==> src/shared/sp_pkg.sv <==
// Purpose: Shared constants for the serial shift port.
// Assumes: APB data is 32 bits; every register takes one aligned word.
// Notes: Offsets are byte addresses.
package sp_pkg;

    localparam int SP_ADDR_W = 8;
    localparam int SP_DATA_W = 32;
    localparam int SP_BYTE_W = 8;
    localparam int SP_CNT_W = 4;
    localparam int SP_DIV_W = 10;

    // Register offsets.
    localparam logic [7:0] SP_OFS_CTRL = 8'h00;
    localparam logic [7:0] SP_OFS_STATUS = 8'h04;
    localparam logic [7:0] SP_OFS_BUF = 8'h08;
    localparam logic [7:0] SP_OFS_BAUD = 8'h0C;
    localparam logic [7:0] SP_OFS_IRQ_STAT = 8'h10;
    localparam logic [7:0] SP_OFS_IRQ_MASK = 8'h14;

    // Control field positions.
    localparam int SP_CTRL_EN = 0;
    localparam int SP_CTRL_MASTER = 1;
    localparam int SP_CTRL_CPOL = 2;
    localparam int SP_CTRL_LEAD = 3;
    localparam int SP_CTRL_RATE_LO = 4;
    localparam int SP_CTRL_RATE_HI = 6;
    localparam int SP_CTRL_SS_USE = 7;
    localparam int SP_CTRL_W = 8;

    // Status field positions.
    localparam int SP_ST_BF = 0;
    localparam int SP_ST_BUSY = 1;

    // Interrupt status field positions.
    localparam int SP_IRQ_DONE = 0;
    localparam int SP_IRQ_WRITE_COLLISION_FLAG = 1;
    localparam int SP_IRQ_W = 2;

    // Reset values.
    localparam logic [7:0] SP_CTRL_RST = 8'h00;
    localparam logic [7:0] SP_BAUD_RST = 8'h00;
    localparam logic [7:0] SP_BUF_RST = 8'h00;
    localparam logic [1:0] SP_IRQ_RST = 2'h0;

    // Bit-rate selections.
    typedef enum logic [2:0] {
        SP_RATE_DIV4 = 3'b000,
        SP_RATE_DIV16 = 3'b001,
        SP_RATE_DIV64 = 3'b010,
        SP_RATE_TMR = 3'b011,
        SP_RATE_BAUD = 3'b100
    } sp_rate_e;

    // Half periods of the serial clock in system clocks (in timer ticks for SP_HALF_TMR), and the last edge index.
    localparam logic [9:0] SP_HALF_DIV4 = 10'h002;
    localparam logic [9:0] SP_HALF_DIV16 = 10'h008;
    localparam logic [9:0] SP_HALF_DIV64 = 10'h020;
    localparam logic [9:0] SP_HALF_TMR = 10'h001;
    localparam logic [3:0] SP_LAST_EDGE = 4'hF;

endpackage : sp_pkg

==> src/sp_sync.sv <==
// Purpose: Two-stage synchroniser for pin inputs.
// Assumes: Inputs are asynchronous to pclk.
// Notes: Only the second stage is visible outside.
`timescale 1ns/10ps
module sp_sync #(
    parameter int W = 3,
    parameter logic [W-1:0] INIT = '0
) (
    input wire logic pclk,
    input wire logic presetn,
    input wire logic [W-1:0] din,
    output logic [W-1:0] dout
);

    logic [W-1:0] meta_reg;

    always_ff @(posedge pclk or negedge presetn) begin
        if (!presetn) begin
            meta_reg <= INIT;
            dout <= INIT;
        end else begin
            meta_reg <= din;
            dout <= meta_reg;
        end
    end

endmodule : sp_sync

==> src/sp_rate_div.sv <==
// Purpose: Divides enable pulses into serial clock half-period ticks.
// Assumes: limit is at least one.
// Notes: clr restarts the count so the first tick is a full half period away.
`timescale 1ns/10ps
module sp_rate_div
    import sp_pkg::*;
#(
    parameter int W = SP_DIV_W
) (
    input wire logic pclk,
    input wire logic presetn,
    input wire logic clr,
    input wire logic step,
    input wire logic [W-1:0] limit,
    output logic tick
);

    logic [W-1:0] cnt_reg;
    wire logic at_end = (cnt_reg == limit - W'(1));

    always_ff @(posedge pclk or negedge presetn) begin
        if (!presetn) begin
            cnt_reg <= '0;
            tick <= 1'b0;
        end else if (clr) begin
            cnt_reg <= '0;
            tick <= 1'b0;
        end else if (step) begin
            cnt_reg <= at_end ? '0 : cnt_reg + W'(1);
            tick <= at_end;
        end else begin
            tick <= 1'b0;
        end
    end

endmodule : sp_rate_div

==> src/sp_shift_port.sv <==
// Purpose: SPI mode of the synchronous serial port with an APB register file.
// Assumes: Pins are asynchronous and pass sp_sync; timer_tick is a pclk pulse.
// Notes: Master and slave share one shift register and one edge counter.
// How it works
// - Eight-bit shift register sends MSB first and takes input into the LSB.
// - Output changes on the configured edge; input is captured on the other.
// - Serial out and serial in are separate pins, data moves both ways.
// - Both ends use the same clock idle polarity setting.
// - After eight clock cycles the shift register holds the partner's byte.
// - Further bytes are sent by reloading the shift register and repeating.
// - A deselected slave ignores the bus and does not drive serial out.
// - A full byte goes to the buffer and sets the irq and full flags.
// - Buffer writes during shifting are dropped and flag a collision.
// - In master mode writing the buffer starts the byte at once.
// - Master rate is clock over 4, 16, 64, timer over 2, or baud.
//
// Chosen here: the APB interface to the registers and the placing of the registers.
`timescale 1ns/10ps
module sp_shift_port
    import sp_pkg::*;
(
    input wire logic pclk,
    input wire logic presetn,
    input wire logic psel,
    input wire logic penable,
    input wire logic pwrite,
    input wire logic [SP_ADDR_W-1:0] paddr,
    input wire logic [SP_DATA_W-1:0] pwdata,
    output logic [SP_DATA_W-1:0] prdata,
    output logic pready,
    output logic pslverr,
    input wire logic timer_tick,
    input wire logic sck_i,
    output logic sck_o,
    output logic sck_oe,
    input wire logic sdi_i,
    output logic sdo_o,
    output logic sdo_oe,
    input wire logic ss_n_i,
    output logic ss_n_o,
    output logic ss_oe,
    output logic irq
);

    logic [SP_CTRL_W-1:0] ctrl_reg;
    logic [SP_BYTE_W-1:0] baud_divisor_reg;
    logic [SP_BYTE_W-1:0] serial_buffer_reg;
    logic [SP_BYTE_W-1:0] serial_shift_reg;
    logic [SP_IRQ_W-1:0] irq_stat_reg;
    logic [SP_IRQ_W-1:0] irq_mask_reg;
    logic [SP_CNT_W-1:0] edge_cnt_reg;
    logic buffer_full_flag_reg;
    logic busy_reg;
    logic sck_prev_reg;
    logic [2:0] pin_s;
    logic tick;
    logic [SP_DIV_W-1:0] half_lim;
    logic msamp_reg;
    logic mdone_reg;

    // Control fields.
    wire logic en = ctrl_reg[SP_CTRL_EN];
    wire logic master = ctrl_reg[SP_CTRL_MASTER];
    wire logic cpol = ctrl_reg[SP_CTRL_CPOL];
    wire logic lead_shift = ctrl_reg[SP_CTRL_LEAD];
    wire logic ss_use = ctrl_reg[SP_CTRL_SS_USE];
    wire logic [2:0] rate = ctrl_reg[SP_CTRL_RATE_HI:SP_CTRL_RATE_LO];
    wire logic port_irq_flag = irq_stat_reg[SP_IRQ_DONE];
    wire logic write_collision_flag = irq_stat_reg[SP_IRQ_WRITE_COLLISION_FLAG];

    // Synchronised pins.
    wire logic sck_s = pin_s[0];
    wire logic sdi_s = pin_s[1];
    wire logic ss_n_s = pin_s[2];

    sp_sync #(.W(3), .INIT(3'b100)) u_sync (
        .pclk(pclk),
        .presetn(presetn),
        .din({ss_n_i, sdi_i, sck_i}),
        .dout(pin_s)
    );

    // APB decode.
    wire logic setup = psel & ~penable & ~pready;
    wire logic access = psel & penable & pready;
    wire logic wr = access & pwrite;
    wire logic rd = access & ~pwrite;
    wire logic hit_ctrl = (paddr == SP_OFS_CTRL);
    wire logic hit_stat = (paddr == SP_OFS_STATUS);
    wire logic hit_buf = (paddr == SP_OFS_BUF);
    wire logic hit_baud = (paddr == SP_OFS_BAUD);
    wire logic hit_istat = (paddr == SP_OFS_IRQ_STAT);
    wire logic hit_imask = (paddr == SP_OFS_IRQ_MASK);
    wire logic hit_any = hit_ctrl | hit_stat | hit_buf | hit_baud | hit_istat | hit_imask;

    // Transfer state.
    wire logic slave_sel = ~ss_use | ~ss_n_s;
    wire logic slave_act = en & ~master & slave_sel;
    wire logic xfer_busy = master ? busy_reg : (edge_cnt_reg != '0);

    // Buffer writes: accepted only when idle and no collision is pending.
    wire logic buf_wr = wr & hit_buf;
    wire logic buf_accept = buf_wr & ~xfer_busy & ~write_collision_flag;
    wire logic buf_load = buf_accept & en;
    wire logic start = buf_load & master;
    wire logic write_collision_flag_set = buf_wr & xfer_busy;

    // Edge events: master ticks its own clock, slave follows the pin.
    wire logic sck_edge = sck_s ^ sck_prev_reg;
    wire logic master_edge = en & master & busy_reg & tick & ~mdone_reg;
    wire logic slave_edge = slave_act & sck_edge;
    wire logic edge_evt = master_edge | slave_edge;
    wire logic lead = master ? (sck_o == cpol) : (sck_prev_reg == cpol);
    wire logic sample_evt = edge_evt & (lead ^ lead_shift);
    wire logic shift_evt = edge_evt & ~(lead ^ lead_shift);
    wire logic last_edge = edge_evt & (edge_cnt_reg == SP_LAST_EDGE);
    // Master input lags the pin by the synchroniser, so it is taken one cycle late.
    wire logic samp_now = master ? msamp_reg : sample_evt;
    wire logic done = master ? (mdone_reg & en) : last_edge;
    wire logic [SP_BYTE_W-1:0] shift_in = {serial_shift_reg[SP_BYTE_W-2:0], sdi_s};

    // Bit-rate selection.
    always_comb begin
        case (sp_rate_e'(rate))
            SP_RATE_DIV4: half_lim = SP_HALF_DIV4;
            SP_RATE_DIV16: half_lim = SP_HALF_DIV16;
            SP_RATE_DIV64: half_lim = SP_HALF_DIV64;
            SP_RATE_TMR: half_lim = SP_HALF_TMR;
            SP_RATE_BAUD: half_lim = {1'b0, baud_divisor_reg, 1'b0} + SP_DIV_W'(2);
            default: half_lim = SP_HALF_DIV4;
        endcase
    end

    wire logic div_step = (sp_rate_e'(rate) == SP_RATE_TMR) ? timer_tick : 1'b1;

    sp_rate_div #(.W(SP_DIV_W)) u_div (
        .pclk(pclk),
        .presetn(presetn),
        .clr(~busy_reg | start),
        .step(div_step),
        .limit(half_lim),
        .tick(tick)
    );

    // Read data.
    wire logic [SP_DATA_W-1:0] rd_data =
        hit_ctrl ? {24'h000000, ctrl_reg} :
        hit_stat ? {30'h00000000, xfer_busy, buffer_full_flag_reg} :
        hit_buf ? {24'h000000, serial_buffer_reg} :
        hit_baud ? {24'h000000, baud_divisor_reg} :
        hit_istat ? {30'h00000000, irq_stat_reg} :
        hit_imask ? {30'h00000000, irq_mask_reg} : 32'h00000000;

    // APB slave: one wait-free access phase, error on unmapped offsets.
    always_ff @(posedge pclk or negedge presetn) begin
        if (!presetn) begin
            pready <= 1'b0;
            pslverr <= 1'b0;
            prdata <= 32'h00000000;
        end else begin
            pready <= setup;
            pslverr <= setup & ~hit_any;
            if (setup) begin
                prdata <= rd_data;
            end
        end
    end

    // Software-owned registers.
    always_ff @(posedge pclk or negedge presetn) begin
        if (!presetn) begin
            ctrl_reg <= SP_CTRL_RST;
            baud_divisor_reg <= SP_BAUD_RST;
            irq_mask_reg <= SP_IRQ_RST;
        end else if (wr) begin
            if (hit_ctrl) begin
                ctrl_reg <= pwdata[SP_CTRL_W-1:0];
            end
            if (hit_baud) begin
                baud_divisor_reg <= pwdata[SP_BYTE_W-1:0];
            end
            if (hit_imask) begin
                irq_mask_reg <= pwdata[SP_IRQ_W-1:0];
            end
        end
    end

    // Sticky event flags: a hardware set wins over a same-cycle clear.
    wire logic [SP_IRQ_W-1:0] irq_clr = (wr & hit_istat) ? pwdata[SP_IRQ_W-1:0] : '0;
    wire logic [SP_IRQ_W-1:0] irq_set = {write_collision_flag_set, done};

    always_ff @(posedge pclk or negedge presetn) begin
        if (!presetn) begin
            irq_stat_reg <= SP_IRQ_RST;
            irq <= 1'b0;
        end else begin
            irq_stat_reg <= (irq_stat_reg & ~irq_clr) | irq_set;
            irq <= |(irq_stat_reg & irq_mask_reg);
        end
    end

    // Buffer and full flag: received byte lands here, reading clears full.
    always_ff @(posedge pclk or negedge presetn) begin
        if (!presetn) begin
            serial_buffer_reg <= SP_BUF_RST;
            buffer_full_flag_reg <= 1'b0;
        end else begin
            if (done) begin
                serial_buffer_reg <= samp_now ? shift_in : serial_shift_reg;
            end else if (buf_accept) begin
                serial_buffer_reg <= pwdata[SP_BYTE_W-1:0];
            end
            if (done) begin
                buffer_full_flag_reg <= 1'b1;
            end else if (rd & hit_buf) begin
                buffer_full_flag_reg <= 1'b0;
            end
        end
    end

    // Edge counter and master busy; disable abandons the byte.
    always_ff @(posedge pclk or negedge presetn) begin
        if (!presetn) begin
            edge_cnt_reg <= '0;
            busy_reg <= 1'b0;
            sck_prev_reg <= 1'b0;
            msamp_reg <= 1'b0;
            mdone_reg <= 1'b0;
        end else begin
            sck_prev_reg <= sck_s;
            msamp_reg <= master_edge & (lead ^ lead_shift);
            mdone_reg <= master_edge & (edge_cnt_reg == SP_LAST_EDGE);
            if (!en || (!master && !slave_sel)) begin
                edge_cnt_reg <= '0;
            end else if (edge_evt) begin
                edge_cnt_reg <= edge_cnt_reg + SP_CNT_W'(1);
            end
            if (!en || done) begin
                busy_reg <= 1'b0;
            end else if (start) begin
                busy_reg <= 1'b1;
            end
        end
    end

    // Shift register and serial out.
    always_ff @(posedge pclk or negedge presetn) begin
        if (!presetn) begin
            serial_shift_reg <= SP_BUF_RST;
            sdo_o <= 1'b0;
        end else if (buf_load) begin
            serial_shift_reg <= pwdata[SP_BYTE_W-1:0];
            sdo_o <= pwdata[SP_BYTE_W-1];
        end else if (samp_now) begin
            serial_shift_reg <= shift_in;
        end else if (shift_evt) begin
            sdo_o <= serial_shift_reg[SP_BYTE_W-1];
        end
    end

    // Pin drivers: master clock and select, slave output only when chosen.
    always_ff @(posedge pclk or negedge presetn) begin
        if (!presetn) begin
            sck_o <= 1'b0;
            sck_oe <= 1'b0;
            sdo_oe <= 1'b0;
            ss_n_o <= 1'b1;
            ss_oe <= 1'b0;
        end else begin
            if (master_edge) begin
                sck_o <= ~sck_o;
            end else if (!busy_reg) begin
                sck_o <= cpol;
            end
            sck_oe <= en & master;
            sdo_oe <= en & (master | slave_sel);
            ss_n_o <= ~busy_reg;
            ss_oe <= en & master;
        end
    end

    // Checks.
    AST_LOAD_MSB: assert property (
        @(posedge pclk) disable iff (!presetn)
        buf_load |=> sdo_o == $past(pwdata[7]))
        else $error("Loaded byte did not put its top bit on serial out.");

    AST_WRITE_COLLISION_FLAG: assert property (
        @(posedge pclk) disable iff (!presetn)
        buf_wr && xfer_busy && !samp_now
            |=> write_collision_flag && $stable(serial_shift_reg))
        else $error("Write during a byte was not dropped and flagged.");

    AST_WRITE_COLLISION_FLAG_BLOCK: assert property (
        @(posedge pclk) disable iff (!presetn)
        buf_wr && write_collision_flag && !xfer_busy |=> $stable(serial_buffer_reg))
        else $error("Buffer write went through with a collision pending.");

    AST_DONE_FLAGS: assert property (
        @(posedge pclk) disable iff (!presetn)
        done |=> buffer_full_flag_reg && port_irq_flag
            && serial_buffer_reg == $past(samp_now ? shift_in : serial_shift_reg))
        else $error("Finished byte did not reach the buffer with its flags.");

    AST_START: assert property (
        @(posedge pclk) disable iff (!presetn)
        start |=> busy_reg ##1 !ss_n_o)
        else $error("Master did not start on a buffer write.");

    AST_DESEL: assert property (
        @(posedge pclk) disable iff (!presetn)
        en && !master && ss_use && ss_n_s |=> !sdo_oe && edge_cnt_reg == '0)
        else $error("Deselected slave drove serial out or counted edges.");

    AST_DISABLE: assert property (
        @(posedge pclk) disable iff (!presetn)
        !en |=> edge_cnt_reg == '0 && !busy_reg && !sdo_oe)
        else $error("Disabled port kept a partial byte.");

    AST_STOP_ORDER: assert property (
        @(posedge pclk) disable iff (!presetn)
        en && master && done |=> !busy_reg && sck_o == cpol ##1 ss_n_o)
        else $error("Select released before the clock returned to idle.");

    AST_IDLE_SCK: assert property (
        @(posedge pclk) disable iff (!presetn)
        !busy_reg && $stable(cpol) && $past(!busy_reg) |-> sck_o == cpol)
        else $error("Idle serial clock is not at the chosen polarity.");

    AST_EDGE_COUNT: assert property (
        @(posedge pclk) disable iff (!presetn)
        done |-> (master ? ($past(edge_cnt_reg) == 4'hF && $past(edge_evt))
            : (edge_cnt_reg == 4'hF && edge_evt)))
        else $error("Byte finished before sixteen clock edges.");

    AST_DIV4: assert property (
        @(posedge pclk) disable iff (!presetn)
        master_edge && rate == 3'b000 |-> ##1 !tick ##1 (tick || !busy_reg))
        else $error("Fastest rate is not two cycles per half period.");

    AST_SLAVE_NO_CLK: assert property (
        @(posedge pclk) disable iff (!presetn)
        !master |=> !sck_oe)
        else $error("Slave drove the serial clock.");

    AST_SS_IDLE: assert property (
        @(posedge pclk) disable iff (!presetn)
        en && master && !busy_reg |=> ss_n_o)
        else $error("Select held low with no byte in flight.");

    AST_IRQ_LEVEL: assert property (
        @(posedge pclk) disable iff (!presetn)
        (irq_stat_reg & irq_mask_reg) != '0 |=> irq)
        else $error("Unmasked event did not raise the interrupt.");

    AST_FULL_CLEAR: assert property (
        @(posedge pclk) disable iff (!presetn)
        rd && hit_buf && !done |=> !buffer_full_flag_reg)
        else $error("Reading the buffer did not clear the full flag.");

endmodule : sp_shift_port

==> config.mk <==
export PLATFORM = sky130hd
export DESIGN_NAME = sp_shift_port
export DESIGN_NICKNAME = d
export VERILOG_FILES = /design/src/shared/sp_pkg.sv /design/src/sp_sync.sv /design/src/sp_rate_div.sv /design/src/sp_shift_port.sv
export SDC_FILE = /design/constraint.sdc
export NUM_CORES = 1
export LEC_CHECK = 0
export ABC_AREA = 1
export BUFFER_PORTS_ARGS = -buffer_cell sky130_fd_sc_hd__buf_2
export CAP_MARGIN = 20
export CORE_ASPECT_RATIO = 0.75
export CORE_UTILIZATION = 56
export CTS_BUF_LIST = sky130_fd_sc_hd__clkbuf_16
export CTS_CLUSTER_SIZE = 12
export DETAILED_ROUTE_END_ITERATION = 10
export PLACE_DENSITY = 0.82
export SLEW_MARGIN = 20
export SYNTH_ARGS = -nofsm -noshare
export SYNTH_HDL_FRONTEND = slang
export SYNTH_SLANG_ARGS = --single-unit
==> constraint.sdc <==
create_clock -name pclk -period 3 [get_ports pclk]
set_clock_uncertainty 0.1 [all_clocks]
set_input_delay 0.15 -clock pclk [delete_from_list [all_inputs] [get_ports pclk]]
set_output_delay 0.15 -clock pclk [all_outputs]
set_load 0.02 [all_outputs]
==> impl_results.md <==
- Post-synth cell types: 44
- Overflow after GRT: 0
- CTS buffer count: 9
- # setup viols final: 0
- Syn-to-layout area delta: 13.7%
- Nets@finish: 703
- Core Area: 7990 um^2
- Syn avg cell area: 7.83 um^2
- Fraction of registers with async set/reset: 100%
- CP required: 3110 ps
- Vias: 4,281
- Mapped Area: 4670 um^2
- Pre-CTS setup slack: 183 ps
- Post-Syn Instances: 596
- Io pins: 90
- Tcrit/Tclk final: 91.7%
- DR WL/cell: 15.2 um
- First-pass DRT Iterations: 5
- Tot Pwr: 0.00245 W
- Worst-Skew Late Latency: 340 ps
- Largest net degree at the start of global routing: 79
- Die area: 8710 um^2
- TritonCTS Sinks: 78
- DP HPWL: 8.19 mm
- First-pass GRT wire length: 18.8 mm
- Critical Path AT: 2860 ps
- Post-Route WL: 11.6 mm
- CP startpoint kind: flip-flop
- Synth Warn #: 0
- Largest register FFs: 10
- Crit path kind: flip-flop to flip-flop
- Final min period: 2750 ps
- Row count: 28
- Port bufs: 41
- Leak Pwr: 2.46 nW
- Initial core utilization: 58.4%
- Fmax: 363 MHz
- Sequential share of the synthesized area: 41.9%
- PnR worst setup slack: 248 ps
- H-tree lvl count: 3
- Setup_tns: 0 ps
- Worst-margin pin slew: 963 ps
- Post-synth top area share: 40.2%
- Hold_ws: 23.1 ps
- Crit end category: flip-flop
- Reg2Reg Setup Slack: 250 ps
- CTS clock-pin slew for the worst setup and hold paths: 60 ps
- Pwr dens: 462 nW/um^2
- Status: completed
- Synth area leaders: dfrtp_1 40%, nand2_1 11%, inv_1 5.9%
- Final Hold Fails: 0
- Most common flop cell mapped by yosys: dfrtp_1
- EDFF count, synth: 0
- Commonest non-fill, non-tap cells in the layout: 139 x nand2_1, 75 x inv_1, 72 x dfrtp_1, 42 x nand3_1, 40 x buf_2
- Max_cap viols: 0
- Die H: 81.1 um
- CTS tree: built
- DR iter-0 viols: 367
- Commonest non-fill, non-tap cell in the layout: nand2_1
- DRC: 0
- GP Congestion: 0.952
- Worst min path class: input port to flip-flop
- RSZ-0062 raised after global routing: false
- Clock buffer depth: 2
- Vias in the first global route: 3,897
- Initial antenna violation count: 0
- Max IR drop VDD: 0.329 mV
- Fill cell count: 633
- Gr usage total: 28.5%
- Detail Route Antenna Nets: 0
- Yosys reg bits: 78
- CP Max Fanout: 10
- Leading area contributor after synthesis: dfrtp_1
- DR vias/cell: 5.64
- Max-slew violations: 0
- Die width: 107 um
- Relative slew slack: 35.8%
- CTS Root Cell: clkbuf_16
- Layout cells sized above 1: 18.0%
- Antenna cells: 0
## synth_stat cells (3+ instances only)
library cell,number
dfstp_2,3
o21ai_1,22
dfrtp_1,75
nand2_2,10
nor3_1,15
nor2_2,9
nand3_2,9
clkbuf_1,3
nand4_1,11
o21ai_0,33
o211ai_1,7
o22ai_1,3
inv_2,5
a21oi_1,16
buf_4,25
nor4_1,4
nand2_4,4
ha_1,5
nand3_1,42
nor2_4,7
xor2_1,9
o221ai_1,3
nand2_1,139
inv_1,73
nor2_1,37
a221oi_1,3
## layer usage
metal | part of all wire (%) | GRT usage [%] | wire [um] | vias up
met4 | 1.4 | 7.53 | 162 | 0
met5 | 0 | 0 | 0 | -
met3 | 8.9 | 7.14 | 1030 | 23
li1 | - | - | - | 2021
met2 | 44 | 44.5 | 5120 | 225
met1 | 45 | 39.8 | 5260 | 2012
## cells by family (layout without fill, tap and decap cells)
family / count (synthesis) / after routing / synth area share (%)
buffers and inverters: 110 / 145 / 11.2
xor gates and xnor gates: 10 / 10 / 1.88
other: 1 / 24 / 0.0804
DFF: 78 / 78 / 41.9
and+or+nand+nor: 296 / 296 / 31.8
AOI/OAI and AO/OA: 96 / 96 / 11.8
adders and majority gates: 5 / 5 / 1.34
## worst max-delay path, cell delays in order, from the launching register on
cell     delay [ps]
dfrtp_2         490
inv_4           110
nand2_4          60
nor2_8          140
nand2_4          80
nand2_2         110
inv_1            60
ha_1            280
xor2_1          140
o21ai_1          80
a21oi_1         130
nand2_1          70
nor2_1          100
nand2_1         100
nor2_4          140
nand2_2          70
nor2_4          110
nand2_4         110
nand2_1          70
o21ai_1          70
## cell type report
class / count / area [um^2] / share of cell area [%]
clock inverters: 7 / 115 / 2.17
clock buffers: 9 / 225 / 4.25
repair buffers: 51 / 295 / 5.57
inverters: 78 / 295 / 5.57
well taps: 105 / 131 / 2.48
multi-input cells: 431 / 2280 / 43.0
flip-flops and latches: 78 / 1960 / 36.9
## final timing paths
| kind | from | to | depth (start not counted) |
|---|---|---|---|
| setup / recovery | ctrl_reg[5] | u_div.cnt_reg[9] | 19 |
| hold / removal | timer_tick | u_div.cnt_reg[1] | 4 |
| setup reg to reg | ctrl_reg[5] | u_div.cnt_reg[9] | 19 |
| hold reg to reg | u_sync.meta_reg[0] | u_sync.dout[0] | 0 |
| max in group asynchronous | presetn | ctrl_reg[6] | 2 |
| min in group asynchronous | presetn | pslverr | 2 |
## stage by stage
step,cells,utilization [%],area (um^2)
2_1_floorplan,619,-,4750
4_1_cts,754,65.7,5250
6_report,759,66.4,5310
3_5_place_dp,733,60.9,4860
3_3_place_gp,733,60.9,4860
5_1_grt,759,66.4,5310
## power by group
group          switching [W]  internal, W
Clock               0.000434     0.000810
Combinational      0.0000997    0.0000340
Sequential        0.00000843      0.00107
## repair_timing
action | in CTS | in global routing
buffers inserted | 0 | 5
hold buffers | 5 | 0
setup endpoints to repair | 0 | 11
endpoints found under the hold margin | 80 | 0
gates resized for setup | 0 | 7
Power figures use the tool's default switching activity.
